File: config.mk
export PLATFORM = sky130hd
export DESIGN_NAME = monitor_irq_mask_pin_config
export DESIGN_NICKNAME = d
export VERILOG_FILES = /design/src/monitor_pkg.sv /design/src/tach_if.sv /design/src/tach_prescaler.sv /design/src/monitor_irq_mask_pin_config.sv
export VERILOG_INCLUDE_DIRS = /design/src
export SDC_FILE = /design/constraint.sdc
export NUM_CORES = 1
export LEC_CHECK = 0
export ABC_AREA = 0
export BUFFER_PORTS_ARGS = -buffer_cell sky130_fd_sc_hd__buf_2
export CORE_MARGIN = 5
export CORE_UTILIZATION = 60
export DETAILED_ROUTE_END_ITERATION = 10
export GPL_ROUTABILITY_DRIVEN = 0
export PLACE_DENSITY = 0.78
export SLEW_MARGIN = 20
export SYNTH_ARGS = -nofsm -noshare
export SYNTH_HDL_FRONTEND = slang
export SYNTH_HIERARCHICAL = 1
export SYNTH_SLANG_ARGS = --single-unit
File: constraint.sdc
create_clock -name ref_clk_in -period 5.2 [get_ports ref_clk_in]
set_input_delay 0.78 -clock ref_clk_in [delete_from_list [all_inputs] [get_ports ref_clk_in]]
set_output_delay 0.78 -clock ref_clk_in [all_outputs]
set_load 0.01 [all_outputs]
File: src/monitor_params.svh
// How it works
// - mask bits 2,1,0 set to 1 block fan one, board temp, temp; reset 0
// - bit 7 gives shared pin reset-output; bits 7,6 both zero disable it
// - bit 6 selects over-temperature output only while bit 7 is zero
// - level mode, bit 4 set: fan two active low, low level latches status and interrupt until status read
// - level mode, bit 4 clear: fan two active high, high level latches status and interrupt until status read
`ifndef MONITOR_PARAMS_SVH
`define MONITOR_PARAMS_SVH

// ==========================================================
// register offsets
`define STATUS_OFFSET      8'h01
`define IRQ_MASK_OFFSET    8'h03
`define PIN_CFG_OFFSET     8'h05

// ==========================================================
// field positions
`define MASK_TEMP_BIT      0
`define MASK_BOARD_BIT     1
`define MASK_FAN_ONE_BIT   2
`define MASK_FAN_TWO_BIT   3
`define CFG_FAN_ONE_MODE   0
`define CFG_FAN_TWO_MODE   1
`define CFG_PRESCALE_LO    4
`define CFG_PRESCALE_HI    5
`define CFG_POLARITY_BIT   4
`define CFG_OVERTEMP_EN    6
`define CFG_RESET_EN       7

// ==========================================================
// reset values
`define IRQ_MASK_RESET     8'h00
`define PIN_CFG_RESET      8'h10
`define STATUS_RESET       4'h0

// ==========================================================
// bus constants
`define BYTE_BITS          4'h8
`define DEV_ADDR_DEFAULT   7'h2D

`endif

File: src/monitor_pkg.sv
package monitor_pkg;

  // ========================================================
  // serial slave states
  typedef enum logic [3:0] {
    ST_IDLE      = 4'b0000,
    ST_ADDR      = 4'b0001,
    ST_ADDR_ACK  = 4'b0010,
    ST_PTR       = 4'b0011,
    ST_PTR_ACK   = 4'b0100,
    ST_WDATA     = 4'b0101,
    ST_WDATA_ACK = 4'b0110,
    ST_RDATA     = 4'b0111,
    ST_RDATA_ACK = 4'b1000,
    ST_WAIT      = 4'b1001
  } slave_state_t;

  typedef logic [1:0] prescale_code_t;

endpackage

File: src/tach_if.sv
`timescale 1ns/10ps
interface tach_if;
  import monitor_pkg::*;
  logic           count_en;
  prescale_code_t code;
  logic           tach;
  logic           pulse;

  modport ctrl (output count_en, output code, output tach, input pulse);
  modport div  (input count_en, input code, input tach, output pulse);
endinterface

File: src/tach_prescaler.sv
`timescale 1ns/10ps
`include "monitor_params.svh"
module tach_prescaler
  import monitor_pkg::*;
(
  input  wire logic ref_clk_in, // system clock
  input  wire logic rst_in,     // sync reset, active high
  tach_if.div       tif         // prescale control and tach
);

  // ========================================================
  // divide ratio decode
  function automatic logic [2:0] last_count(input prescale_code_t c);
    case (c)
      2'h0:    last_count = 3'h0;
      2'h1:    last_count = 3'h1;
      2'h2:    last_count = 3'h3;
      default: last_count = 3'h7;
    endcase
  endfunction

  logic       tach_prev_reg;
  logic [2:0] count_reg;
  logic       pulse_reg;

  always_ff @(posedge ref_clk_in) begin
    if (rst_in) begin
      tach_prev_reg <= 1'b0;
    end else begin
      tach_prev_reg <= tif.tach;
    end
  end

  // one pulse per 1, 2, 4 or 8 rising tach edges
  always_ff @(posedge ref_clk_in) begin
    if (rst_in || !tif.count_en) begin
      count_reg <= 3'h0;
      pulse_reg <= 1'b0;
    end else if (tif.tach && !tach_prev_reg) begin
      if (count_reg >= last_count(tif.code)) begin
        count_reg <= 3'h0;
        pulse_reg <= 1'b1;
      end else begin
        count_reg <= count_reg + 3'h1;
        pulse_reg <= 1'b0;
      end
    end else begin
      pulse_reg <= 1'b0;
    end
  end

  assign tif.pulse = pulse_reg;

endmodule // tach_prescaler

File: src/monitor_irq_mask_pin_config.sv
`timescale 1ns/10ps
`include "monitor_params.svh"
module monitor_irq_mask_pin_config
  import monitor_pkg::*;
#(
  parameter logic [6:0] DEV_ADDR = `DEV_ADDR_DEFAULT // arbitrary value
) (
  input  wire logic ref_clk_in,          // system clock, 100 MHz
  input  wire logic rst_in,              // sync reset, active high
  input  wire logic scl_in,              // serial clock level
  input  wire logic sda_in,              // serial data level
  output logic      sda_out,             // serial data drive value
  output logic      sda_oe_n_out,        // low while pulling data low
  input  wire logic temp_alert_in,       // temperature event
  input  wire logic board_temp_alert_in, // board temperature event
  input  wire logic fan_one_alarm_in,    // fan one event
  input  wire logic fan_speed_in_two,    // fan two tach or level
  input  wire logic reset_request_in,    // reset-output request
  input  wire logic overtemp_in,         // over-temperature condition
  output logic      shared_pin_out,      // shared pin drive value
  output logic      shared_pin_oe_n_out, // low while shared pin driven
  output logic      irq_out,             // interrupt, active high
  output logic      fan_two_tach_out     // prescaled fan two pulse
);

  // ========================================================
  // register address decode
  function automatic logic hit(input logic [7:0] a, input logic [7:0] off);
    hit = (a == off);
  endfunction

  slave_state_t state_reg;
  logic [7:0]   shift_reg;
  logic [3:0]   bit_cnt_reg;
  logic [7:0]   ptr_reg;
  logic         scl_prev_reg;
  logic         sda_prev_reg;
  logic         sda_oe_n_reg;
  logic         wr_pulse;
  logic         rd_pulse;
  logic [7:0]   rdata;
  logic [7:0]   mask_reg;
  logic [7:0]   pin_cfg_reg;
  logic [3:0]   status_reg;
  logic [3:0]   status_set;
  logic         level_mode;
  logic         fan_two_alarm;
  logic         shared_oe_n_reg;
  logic         irq_reg;
  logic         tach_pulse_reg;
  tach_if       tif ();

  // ========================================================
  // serial bus edges
  always_ff @(posedge ref_clk_in) begin
    if (rst_in) begin
      scl_prev_reg <= 1'b1;
      sda_prev_reg <= 1'b1;
    end else begin
      scl_prev_reg <= scl_in;
      sda_prev_reg <= sda_in;
    end
  end

  wire scl_rise = scl_in && !scl_prev_reg;
  wire scl_fall = !scl_in && scl_prev_reg;
  wire start_c  = scl_in && scl_prev_reg && sda_prev_reg && !sda_in;
  wire stop_c   = scl_in && scl_prev_reg && !sda_prev_reg && sda_in;
  wire byte_end = (bit_cnt_reg == `BYTE_BITS);

  assign wr_pulse = scl_fall && (state_reg == ST_WDATA) && byte_end;
  assign rd_pulse = scl_fall && shift_reg[0] &&
                    (state_reg == ST_ADDR_ACK || state_reg == ST_RDATA_ACK);

  // ========================================================
  // serial slave sequencer
  always_ff @(posedge ref_clk_in) begin
    if (rst_in || stop_c) begin
      state_reg    <= ST_IDLE;
      bit_cnt_reg  <= 4'h0;
      shift_reg    <= 8'h00;
      sda_oe_n_reg <= 1'b1;
    end else if (start_c) begin
      state_reg    <= ST_ADDR;
      bit_cnt_reg  <= 4'h0;
      sda_oe_n_reg <= 1'b1;
    end else if (scl_rise) begin
      case (state_reg)
        ST_ADDR, ST_PTR, ST_WDATA: begin
          shift_reg   <= {shift_reg[6:0], sda_in};
          bit_cnt_reg <= bit_cnt_reg + 4'h1;
        end
        ST_RDATA: begin
          bit_cnt_reg <= bit_cnt_reg + 4'h1;
        end
        ST_RDATA_ACK: begin
          shift_reg[0] <= !sda_in;
        end
        default: begin
        end
      endcase
    end else if (scl_fall) begin
      case (state_reg)
        ST_ADDR: begin
          if (byte_end && shift_reg[7:1] == DEV_ADDR) begin
            state_reg    <= ST_ADDR_ACK;
            sda_oe_n_reg <= 1'b0;
          end else if (byte_end) begin
            state_reg <= ST_WAIT;
          end
        end
        ST_PTR, ST_WDATA: begin
          if (byte_end) begin
            state_reg    <= (state_reg == ST_PTR) ? ST_PTR_ACK : ST_WDATA_ACK;
            sda_oe_n_reg <= 1'b0;
          end
        end
        ST_ADDR_ACK, ST_RDATA_ACK: begin
          bit_cnt_reg <= 4'h0;
          if (shift_reg[0]) begin
            state_reg    <= ST_RDATA;
            shift_reg    <= rdata;
            sda_oe_n_reg <= rdata[7];
          end else begin
            state_reg    <= (state_reg == ST_ADDR_ACK) ? ST_PTR : ST_WAIT;
            sda_oe_n_reg <= 1'b1;
          end
        end
        ST_PTR_ACK, ST_WDATA_ACK: begin
          state_reg    <= ST_WDATA;
          bit_cnt_reg  <= 4'h0;
          sda_oe_n_reg <= 1'b1;
        end
        ST_RDATA: begin
          if (byte_end) begin
            state_reg    <= ST_RDATA_ACK;
            sda_oe_n_reg <= 1'b1;
          end else begin
            shift_reg    <= {shift_reg[6:0], 1'b0};
            sda_oe_n_reg <= shift_reg[6];
          end
        end
        default: begin
        end
      endcase
    end
  end

  // ========================================================
  // register pointer
  always_ff @(posedge ref_clk_in) begin
    if (rst_in) begin
      ptr_reg <= 8'h00;
    end else if (scl_fall && state_reg == ST_PTR && byte_end) begin
      ptr_reg <= shift_reg;
    end
  end

  // ========================================================
  // configuration registers
  always_ff @(posedge ref_clk_in) begin
    if (rst_in) begin
      mask_reg    <= `IRQ_MASK_RESET;
      pin_cfg_reg <= `PIN_CFG_RESET;
    end else if (wr_pulse) begin
      if (hit(ptr_reg, `IRQ_MASK_OFFSET)) begin
        mask_reg <= shift_reg;
      end
      if (hit(ptr_reg, `PIN_CFG_OFFSET)) begin
        pin_cfg_reg <= shift_reg;
      end
    end
  end

  always_comb begin
    rdata = 8'h00;
    if (hit(ptr_reg, `IRQ_MASK_OFFSET)) begin
      rdata = mask_reg;
    end else if (hit(ptr_reg, `PIN_CFG_OFFSET)) begin
      rdata = pin_cfg_reg;
    end else if (hit(ptr_reg, `STATUS_OFFSET)) begin
      rdata = {4'h0, status_reg};
    end
  end

  // ========================================================
  // status and interrupt
  assign level_mode    = pin_cfg_reg[`CFG_FAN_TWO_MODE];
  assign fan_two_alarm = level_mode &&
    (pin_cfg_reg[`CFG_POLARITY_BIT] ? !fan_speed_in_two
                                    : fan_speed_in_two);
  assign status_set = {fan_two_alarm, fan_one_alarm_in,
                       board_temp_alert_in, temp_alert_in};

  // a new event wins over the clear-on-read
  always_ff @(posedge ref_clk_in) begin
    if (rst_in) begin
      status_reg <= `STATUS_RESET;
    end else if (rd_pulse && hit(ptr_reg, `STATUS_OFFSET)) begin
      status_reg <= status_set;
    end else begin
      status_reg <= status_reg | status_set;
    end
  end

  always_ff @(posedge ref_clk_in) begin
    if (rst_in) begin
      irq_reg <= 1'b0;
    end else begin
      irq_reg <= |(status_reg & ~mask_reg[3:0]);
    end
  end

  // ========================================================
  // shared reset-output / over-temperature pin, open drain
  always_ff @(posedge ref_clk_in) begin
    if (rst_in) begin
      shared_oe_n_reg <= 1'b1;
    end else if (pin_cfg_reg[`CFG_RESET_EN]) begin
      shared_oe_n_reg <= !reset_request_in;
    end else if (pin_cfg_reg[`CFG_OVERTEMP_EN]) begin
      shared_oe_n_reg <= !overtemp_in;
    end else begin
      shared_oe_n_reg <= 1'b1;
    end
  end

  // ========================================================
  // fan two prescaler
  assign tif.count_en = !level_mode;
  assign tif.code     = pin_cfg_reg[`CFG_PRESCALE_HI:`CFG_PRESCALE_LO];
  assign tif.tach     = fan_speed_in_two;

  tach_prescaler u_prescaler (
    .ref_clk_in (ref_clk_in),
    .rst_in     (rst_in),
    .tif        (tif.div)
  );

  always_ff @(posedge ref_clk_in) begin
    if (rst_in) begin
      tach_pulse_reg <= 1'b0;
    end else begin
      tach_pulse_reg <= tif.pulse;
    end
  end

  // ========================================================
  // outputs
  assign sda_out             = 1'b0;
  assign sda_oe_n_out        = sda_oe_n_reg;
  assign shared_pin_out      = 1'b0;
  assign shared_pin_oe_n_out = shared_oe_n_reg;
  assign irq_out             = irq_reg;
  assign fan_two_tach_out    = tach_pulse_reg;

endmodule // monitor_irq_mask_pin_config

**After elaboration in Yosys (flattened, before gate mapping)**

Index checks and enable logic that the tools add are counted.

- Word-level logic and storage cells: 146
- Output and inout port bits: 6
- Bits in registers: 55

- Mux-type cells: 39
- Reductions and logical operators: 52
- Bitwise logic cells: 6
- Eq/ne operators: 28
- $lt $le $gt $ge: 1
- Add/subtract/negate cells: 2

Operators by type and width:

| cell | number |
|---|---|
| $mux 4 | 12 |
| $mux 8 | 6 |
| $pmux 4 s5 | 1 |
| $reduce_and 6->1 | 3 |
| $logic_and 1x1->1 | 17 |
| $eq 4x3->1 const B | 4 |
| $pmux 8 s2 | 1 |
| $ne 3x3->1 const B | 5 |
| $reduce_or 4->1 | 3 |
| $mux 1 | 11 |
| $reduce_and 5->1 | 2 |
| $reduce_or 2->1 | 5 |
| $mux 3 | 3 |
| $pmux 3 s3 | 1 |
| $eq 4x2->1 const B | 2 |
| $eq 4x4->1 const B | 2 |
| $eq 8x1->1 const B | 1 |
| $eq 8x2->1 const B | 1 |
| $eq 8x3->1 const B | 1 |
| $logic_not 1->1 | 8 |
| $ne 2x2->1 const B | 4 |
| $eq 7x6->1 const B | 1 |
| $mux 7 | 1 |
| $reduce_bool 2->1 | 3 |
| 24 further kinds | 30 |

**Logic depth before layout (Yosys ltp)**

Gate-level depths: netlist (run 1).

- Depth after elaboration: 8
- Depth in mapped cells: 8

**Modules after synthesis**

The synthesis (run 1) kept the hierarchy.

Modules (own cells, without submodules):

| module | sequential area each (µm²) | times used | cells each | area an instance (µm²) |
|---|---|---|---|---|
| monitor_irq_mask_pin_config | 1,001.0 | 1 | 299 | 2,671.3 |
| tach_prescaler | 100.1 | 1 | 35 | 324.1 |

**Worst setup path after synthesis (run 1)**

OpenSTA, ideal clock, no wires.

- Path kind: input-to-reg
- Start point: input port scl_in
- End point: register shift_reg[6]
- Stages on the path: 7
- Arrival time: 2,023 ps
- Path slack: 3,092 ps
- Setup time: 86 ps
- Path buffers: 2
- Cell sequence: ha_1 clkbuf_1 a221o_1 o2111a_1 buf_2 nor2_1 a211oi_1

- Longest elaborated chain between the ends: 5
- Elaborated cells between the ends (all ways): 17
- Those cells by class: 3 x eq/ne; 1 x mux; 1 x bitwise; 12 x reduce/logical

Ends and longest elaborated chain:

| element | RTL line | text |
|---|---|---|
| from (decl) | monitor_irq_mask_pin_config.sv:10 | `input wire logic scl_in,` |
| $logic_and 1x1->1 | monitor_irq_mask_pin_config.sv:67, monitor_irq_mask_pin_config.sv:68 |  |
| $logic_and 1x1->1 (2 in series) | monitor_irq_mask_pin_config.sv:67 | `wire start_c = scl_in && scl_prev_reg && sda_prev_reg && !sda_in;` |
| $not 1->1 (no line) | - |  |
| $reduce_and 6->1 (no line) | - |  |
| to (signal assigned) | monitor_irq_mask_pin_config.sv:90 | `shift_reg <= {shift_reg[6:0], sda_in};` |
| to (signal assigned) | monitor_irq_mask_pin_config.sv:122 | `shift_reg <= rdata;` |
| to (signal assigned) | monitor_irq_mask_pin_config.sv:139 | `shift_reg <= {shift_reg[6:0], 1'b0};` |
| to (decl) | monitor_irq_mask_pin_config.sv:33 | `logic [7:0] shift_reg;` |

Parallel ways exist; a longest one is shown, timed or not.
A chain may end at the register's enable or synchronous reset.

**Final worst setup path (run 1)**

- Start point: input port scl_in
- End point: register shift_reg[2]

Same word-level chain as after synthesis.

==> impl_results.md, run 1 <==
- RR Endpoint: shift_reg[2]
- Min-Delay Path Class: reg -> reg
- Number of I/O pins: 16
- Remaining Overflow, GRT: 0
- Post-route ant nets: 0
- Net switching power: around 210 uW
- CTS Root Cell: clkbuf_8
- Post-cts hold buffer count: 0
- First-pass GRT wire length: 10.8 mm
- Post-Synthesis Cells: about 330
- Syn Area/Cell: 8.97 um^2
- RSZ-0062 raised after global routing: no
- Final hold violations: 0
- Min-Delay Endpoint: fan_two_tach_out
- Pleak: 1.08 nW
- CTS Sinks: 55
- Yosys top cell by area: dfxtp_1
- Maximum clock rate: 427 MHz
- Setup TNS: 0 ns
- Die area: 0.00651 mm^2
- CP delay by family, top: compound AO/OA/AOI/OAI gates
- Count of different cell masters after synthesis: 70
- Pwr Density: 246 mW/mm^2
- Top_reg_cell synth: dfxtp_1
- Req. time, crit path: 5.41 ns
- Slowest CP cell: o2111a_1
- Asr flop ratio synth: 0%
- Number of synthesized flops with an enable pin: 0
- Critical-path maximum fanout: 13
- ANT cells: 0
- Total Power: 768 uW
- Worst path max stage delay: 0.53 ns
- WHS Path Cells: 1
- DRC Markers: 0
- CTS max path bufs: 2
- Cell Chain, Critical Path: buf_2, ha_1, nand3b_1, nor2b_1, o2111a_1, nor2_1, a211oi_1
- Antenna violations before repair: 0
- Buffers on Ports: 13
- Crit path arrival time: 2.55 ns
- Max Clock Skew: 0.0126 ns
- Synth top area share: a little under two fifths
- Non-Filler Instances: around 400
- Fraction of layout cells with a size suffix above 1: 11.9%
- Largest net degree at the start of global routing: 39
- Setup violations, final: 0
- Worst-path clk slew: 0.10 ns
- Post-CTS Setup Bufs: 0
- Seq cells post-synth: 55
- Placed Cells: 395
- Max-cap violations: 0
- Worst Tran Pin Value: between 0.7 and 0.8 ns
- Via count: 2457
- Hpwl dp: 4.58 mm
- Startpoint Class: input port
- Register-to-register setup slack: 2.87 ns
- Met2 routed WL: 2.97 mm
- Area of the core: 0.00479 mm^2
- Nets: approximately 350
- Routed wire length: 6.48 mm
- Synth Warn #: 6
- Post-DR wirelength/cell: 16.1 um
- Post-CTS sizing: 0
- Clock power share: between 30% and 40%
- Wl on met1: just under 3 mm
- Combinational share of power: 9.8%
- Die W: a little over 80 um
- Top-count cell post-synth: dfxtp_1
- Seq/Total Area, Yosys: 36.8%
- Worst ir drop on vdd: 0.000157 V
- Final Slew Violations: 0
- Final period util: a little under half
- Sw Share: 27.3%
- Int Power: 558 uW
- Clk_lat worst skew: 0.32 ns
- Outcome: completed
- Netlist Area Pre-Place: 0.00300 mm^2
- Vias per cell: 6.10
- Core Rows: 25
- Final Critical Period: 2.34 ns
- Commonest cells in the netlist: dfxtp_1, nor2_1, mux2i_1
- Critical path endpoint category: flip-flop
- RR Startpoint: state_reg[2]
- DR top layer: met4
- Slew margin rel.: 49.5%
- Total track usage: a little over a fifth
- R2r worst-path depth: 5
- TritonCTS clock tree: built
- Met3 WL: between 400 and 500 um
- Sequential Power Share: 58.2%
- Top cells by area, synth: dfxtp_1, mux2i_1, nor2_1, ha_1, a211oi_1
- Hold Path Origin: u_prescaler/tif.pulse
- Buf/Inv on CP: 1
- DIE HEIGHT: 80.7 um
- CTS buffer count: 5
- Initial drt markers: about 220
- H-tree depth: 2
- Initial Utilization: 62.6%
- Pre-antenna DRT Iters: 4
- Critical path type: in -> reg
- Vias in the first global route: ~2200
- Area growth syn-to-layout: 4.14%
- Hold_ws: 0.452 ns
kinds of logic (layout without fill, tap and decap cells):
kind of cell               Yosys count  after routing  share of synthesized area [%]
and+or+nand+nor                    122            122                           23.4
AOI/OAI and AO/OA                   76             76                           18.3
DFF                                 55             55                           36.8
buffers and inverters               38             39                           6.85
muxes                               28             28                           9.36
adders and majority gates           10             10                           4.09
xor gates and xnor gates             4              4                           1.17
other                                1              2                          0.125
layer usage:
layer	vias to the layer above	global-route usage (%)
met4	0	7.09
met3	9	5.04
li1	1202	-
met5	-	0
met2	86	33.9
met1	1160	29.0
cell type report:
| type | instances | area (um^2) |
|---|---|---|
| Sequential cell | 55 | 1100 |
| Timing Repair Buffer | 13 | 65.1 |
| Clock inverter | 3 | 25.0 |
| Multi-Input combinational cell | 242 | 1710 |
| Fill cell | 393 | 1670 |
| Inverter | 18 | 67.6 |
| Tap cell | 67 | 83.8 |
| Clock buffer | 5 | 68.8 |
layout by cell type (no fill, tap or decap), types with 4 or more instances in the layout:
master / n
ha_1: 9
nand2_1: 16
o21ai_0: 8
inv_1: 18
a211oi_1: 9
clkbuf_8: 5
o211ai_1: 5
a21oi_1: 13
buf_2: 13
nor2_1: 44
dfxtp_1: 55
mux2i_1: 28
or2_2: 4
nand2b_1: 7
nor4_1: 7
nor2b_1: 7
nor3_1: 5
o22ai_1: 5
a22oi_1: 5
power groups by stage:
stage	Combinational, mW	Sequential [mW]	Clock, mW
2_1_floorplan	0.0652	0.447	0
3_3_place_gp	0.0713	0.456	0
3_5_place_dp	0.0739	0.456	0
4_1_cts	0.0748	0.446	0.250
5_1_grt	0.0838	0.449	0.268
6_report	0.0751	0.447	0.246
through the flow:
stage	utilization (%)	setup slack [ns]	area, um^2
final	65.2	2.86	3120
after global routing	65.2	2.73	3120
after CTS	65.0	2.67	3110
after detailed placement	63.0	2.42	3020
after global placement	63.0	2.43	3020
after floorplan	-	3.09	3000
how the worst max path moves through the flow:
stage                     depth (start not counted)          from              to  slack [ns]
after floorplan                                   7        scl_in    shift_reg[6]        3.09
after global placement                            7        scl_in  pin_cfg_reg[4]        2.43
after detailed placement                          7        scl_in  pin_cfg_reg[7]        2.42
after CTS                                         5  state_reg[0]  pin_cfg_reg[7]        2.67
after global routing                              5  state_reg[2]    shift_reg[2]        2.73
final                                             7        scl_in    shift_reg[2]        2.86
Power figures use the tool's default switching activity.
==> run 2, diff against run 1 <==
clock period = 2.3 ns   (was 5.2 ns; I/O delays follow)
==> run 2 against run 1 <==
Effect of this change: first-iteration DRC count up 8.8%; count of clock-buffer cells in the layout unchanged; final area up 3.4%; power up 140%; combinational power up 140%; die area unchanged; global-route usage up 0.67 points; utilization up 2.2 points; hold slack worse by 0.22 ns.
==> impl_results.md, run 2 (same netlist as run 1, synthesis figures left out) <==
- Outcome: completed
- Buffers on Ports: 13 (unchanged)
- Cell Chain, Critical Path: and4b_1, or2_1, nor2_1, a221oi_1, nor3_1
- Post-route ant nets: 0 (unchanged)
- Min-Delay Path Class: in -> reg
- DRC Markers: 0 (unchanged)
- Sw Share: 25.9% (-1.4 points)
- Vias in the first global route: 2420 (+8.2%)
- Critical path capture point: shift_reg[0]
- Startpoint Class: flip-flop
- CTS Sinks: 55 (unchanged)
- Clock power share: 36.6% (+4.6 points)
- Placed Cells: 407 (+3.0%)
- Nets: 366 (+3.4%)
- Final Critical Period: 2.06 ns
- Sequential Power Share: 53.7% (-4.5 points)
- RSZ-0062 raised after global routing: no
- First-pass GRT wire length: 11.4 mm (+5.6%)
- Antenna violations before repair: 0 (unchanged)
- Area of the core: 0.00479 mm^2 (unchanged)
- CTS buffer count: 5 (unchanged)
- Number of I/O pins: 16 (unchanged)
- Commonest non-fill, non-tap cell in the layout: dfxtp_1
- Pre-antenna DRT Iters: 5 (+1)
- Die area: 0.00651 mm^2 (unchanged)
- RR Endpoint: shift_reg[0]
- Placement Setup Slack: 0.273 ns (-2.15 ns)
- Final WS setup: 0.242 ns (-2.62 ns)
- Post-CTS Setup Bufs: 0 (unchanged)
- Initial Utilization: 62.6% (unchanged)
- Pleak: 1.14 nW (+5.5%)
- Critical path endpoint category: flip-flop
- TritonCTS clock tree: built
- Pwr Density: 580 mW/mm^2 (+140%)
- Vias per cell: 6.16 (+0.98%)
- Setup TNS: 0 ns (unchanged)
- Initial drt markers: 236 (+8.8%)
- H-tree depth: 2 (unchanged)
- CP delay by family, top: simple AND/OR/NAND/NOR gates
- Crit path arrival time: 2.26 ns (-0.29 ns)
- CTS max path bufs: 2 (unchanged)
- Worst ir drop on vdd: 0.000575 V (+270%)
- Area growth syn-to-layout: 7.69%
- Fraction of layout cells with a size suffix above 1: 14.9% (+3.0 points)
- R2r worst-path depth: 5 (unchanged)
- Critical path type: reg -> reg
- Critical-path maximum fanout: 13 (unchanged)
- CTS Root Cell: clkbuf_8
- Clk_lat worst skew: 0.33 ns (about the same)
- Slowest CP cell: dfxtp_1
- DIE HEIGHT: 80.7 um (unchanged)
- Routed wire length: 6.57 mm (+1.3%)
- Maximum clock rate: ~490 MHz
- Int Power: 1.39 mW (+150%)
- FF/Latch Area: 0.00110 mm^2 (unchanged)
- Final core utilization: 67.4% (+2.2 points)
- Non-Filler Instances: 415 (+3.0%)
- Register-to-register setup slack: 0.24 ns (-2.63 ns)
- Number of cells on the critical path: 5 (-2)
- Post-cts hold buffer count: 0 (unchanged)
- Post-CTS sizing: 0 (unchanged)
- Largest net degree at the start of global routing: 26 (-33%)
- Final hold violations: 0 (unchanged)
- Buf/Inv on CP: 0 (-1)
- Req. time, crit path: 2.50 ns (-2.91 ns)
- Final period util: 89.5%
- RR Startpoint: state_reg[2]
- Setup violations, final: 0 (unchanged)
- Fill count: 410 (+4.3%)
- Via count: 2555 (+4.0%)
- Die W: 80.7 um (unchanged)
- Remaining Overflow, GRT: 0 (unchanged)
- Total track usage: 22.2% (+0.67 points)
- Combinational share of power: 9.7% (about the same)
- Hpwl dp: 4.67 mm (+2.0%)
- Worst path max stage delay: 0.58 ns (+0.05 ns)
- Total Power: 1.87 mW (+140%)
- Worst Tran Pin Value: 0.520 ns (-0.233 ns)
- Multi-input gate area: 0.00170 mm^2 (-0.51%)
- Post-DR wirelength/cell: 15.8 um (-1.6%)
- Net switching power: 484 uW (+130%)
- ANT cells: 0 (unchanged)
- Worst-path clk slew: 0.10 ns (about the same)
- Slew margin rel.: 64.9% (+15 points)
- Max-cap violations: 0 (unchanged)
- Commonest cells after routing, fill and taps aside: dfxtp_1, nor2_1, mux2i_1, inv_1, nand2_1
- Final Slew Violations: 0 (unchanged)
- Max Clock Skew: 0.0136 ns (+0.00102 ns)
- CP startpoint: state_reg[2]
- Core Rows: 25 (unchanged)
[run 2: cell count changes in the layout (fill, tap and decap cells not counted), sizes merged]
cell	before	now
clkinv	2	0
inv	18	20
bufinv	0	1
clkinvlp	1	0
buf	13	25
[run 2: final cells by class]
cell class                 instances  share of cell area (%)
timing repair buffer              25                    4.81
tap                               67                    2.60
multi-input combinational        242                    52.7
inverter                          18                    2.09
clock inverter                     3                    1.55
clock buffer                       5                    2.13
sequential                        55                    34.1
[run 2: routing by layer]
layer  share of wire, %  vias up  global-route usage (%)
met3                6.2       14                    4.82
met4                1.6        0                    7.26
met2                 45       85                    34.9
met1                 48     1227                    30.2
met5                  0        -                       0
li1                   -     1229                       -
[run 2: per-stage QoR]
step	area (um^2)	hold WS, ns
finish	3230	0.232
global route	3230	0.225
CTS	3230	0.233
detailed placement	3110	0.432
global placement	3110	0.425
floorplan	3000	0.414
[run 2: how the worst min path moves through the flow]
stage,startpoint,end,cells after the start
4_1_cts,board_temp_alert_in,status_reg[1],3
5_1_grt,board_temp_alert_in,status_reg[1],3
6_report,board_temp_alert_in,status_reg[1],3
3_3_place_gp,u_prescaler/tif.pulse,fan_two_tach_out,1
3_5_place_dp,u_prescaler/tif.pulse,fan_two_tach_out,1
2_1_floorplan,u_prescaler/tif.pulse,fan_two_tach_out,1
[run 2: worst reg2reg max path, stage by stage, from the launching register on]
cell and delay (ns):
dfxtp_1 0.58, and4b_1 0.30, or2_1 0.43, nor2_1 0.21
a221oi_1 0.33, nor3_1 0.09
[run 2: power groups by stage]
| stage | Sequential, mW | Clock, mW | Combinational, mW |
|---|---|---|---|
| 3_5_place_dp | 1.02 | 0 | 0.177 |
| 3_3_place_gp | 1.02 | 0 | 0.174 |
| 2_1_floorplan | 1.01 | 0 | 0.148 |
| 5_1_grt | 1.01 | 0.745 | 0.202 |
| 4_1_cts | 1.00 | 0.689 | 0.179 |
| 6_report | 1.00 | 0.684 | 0.181 |
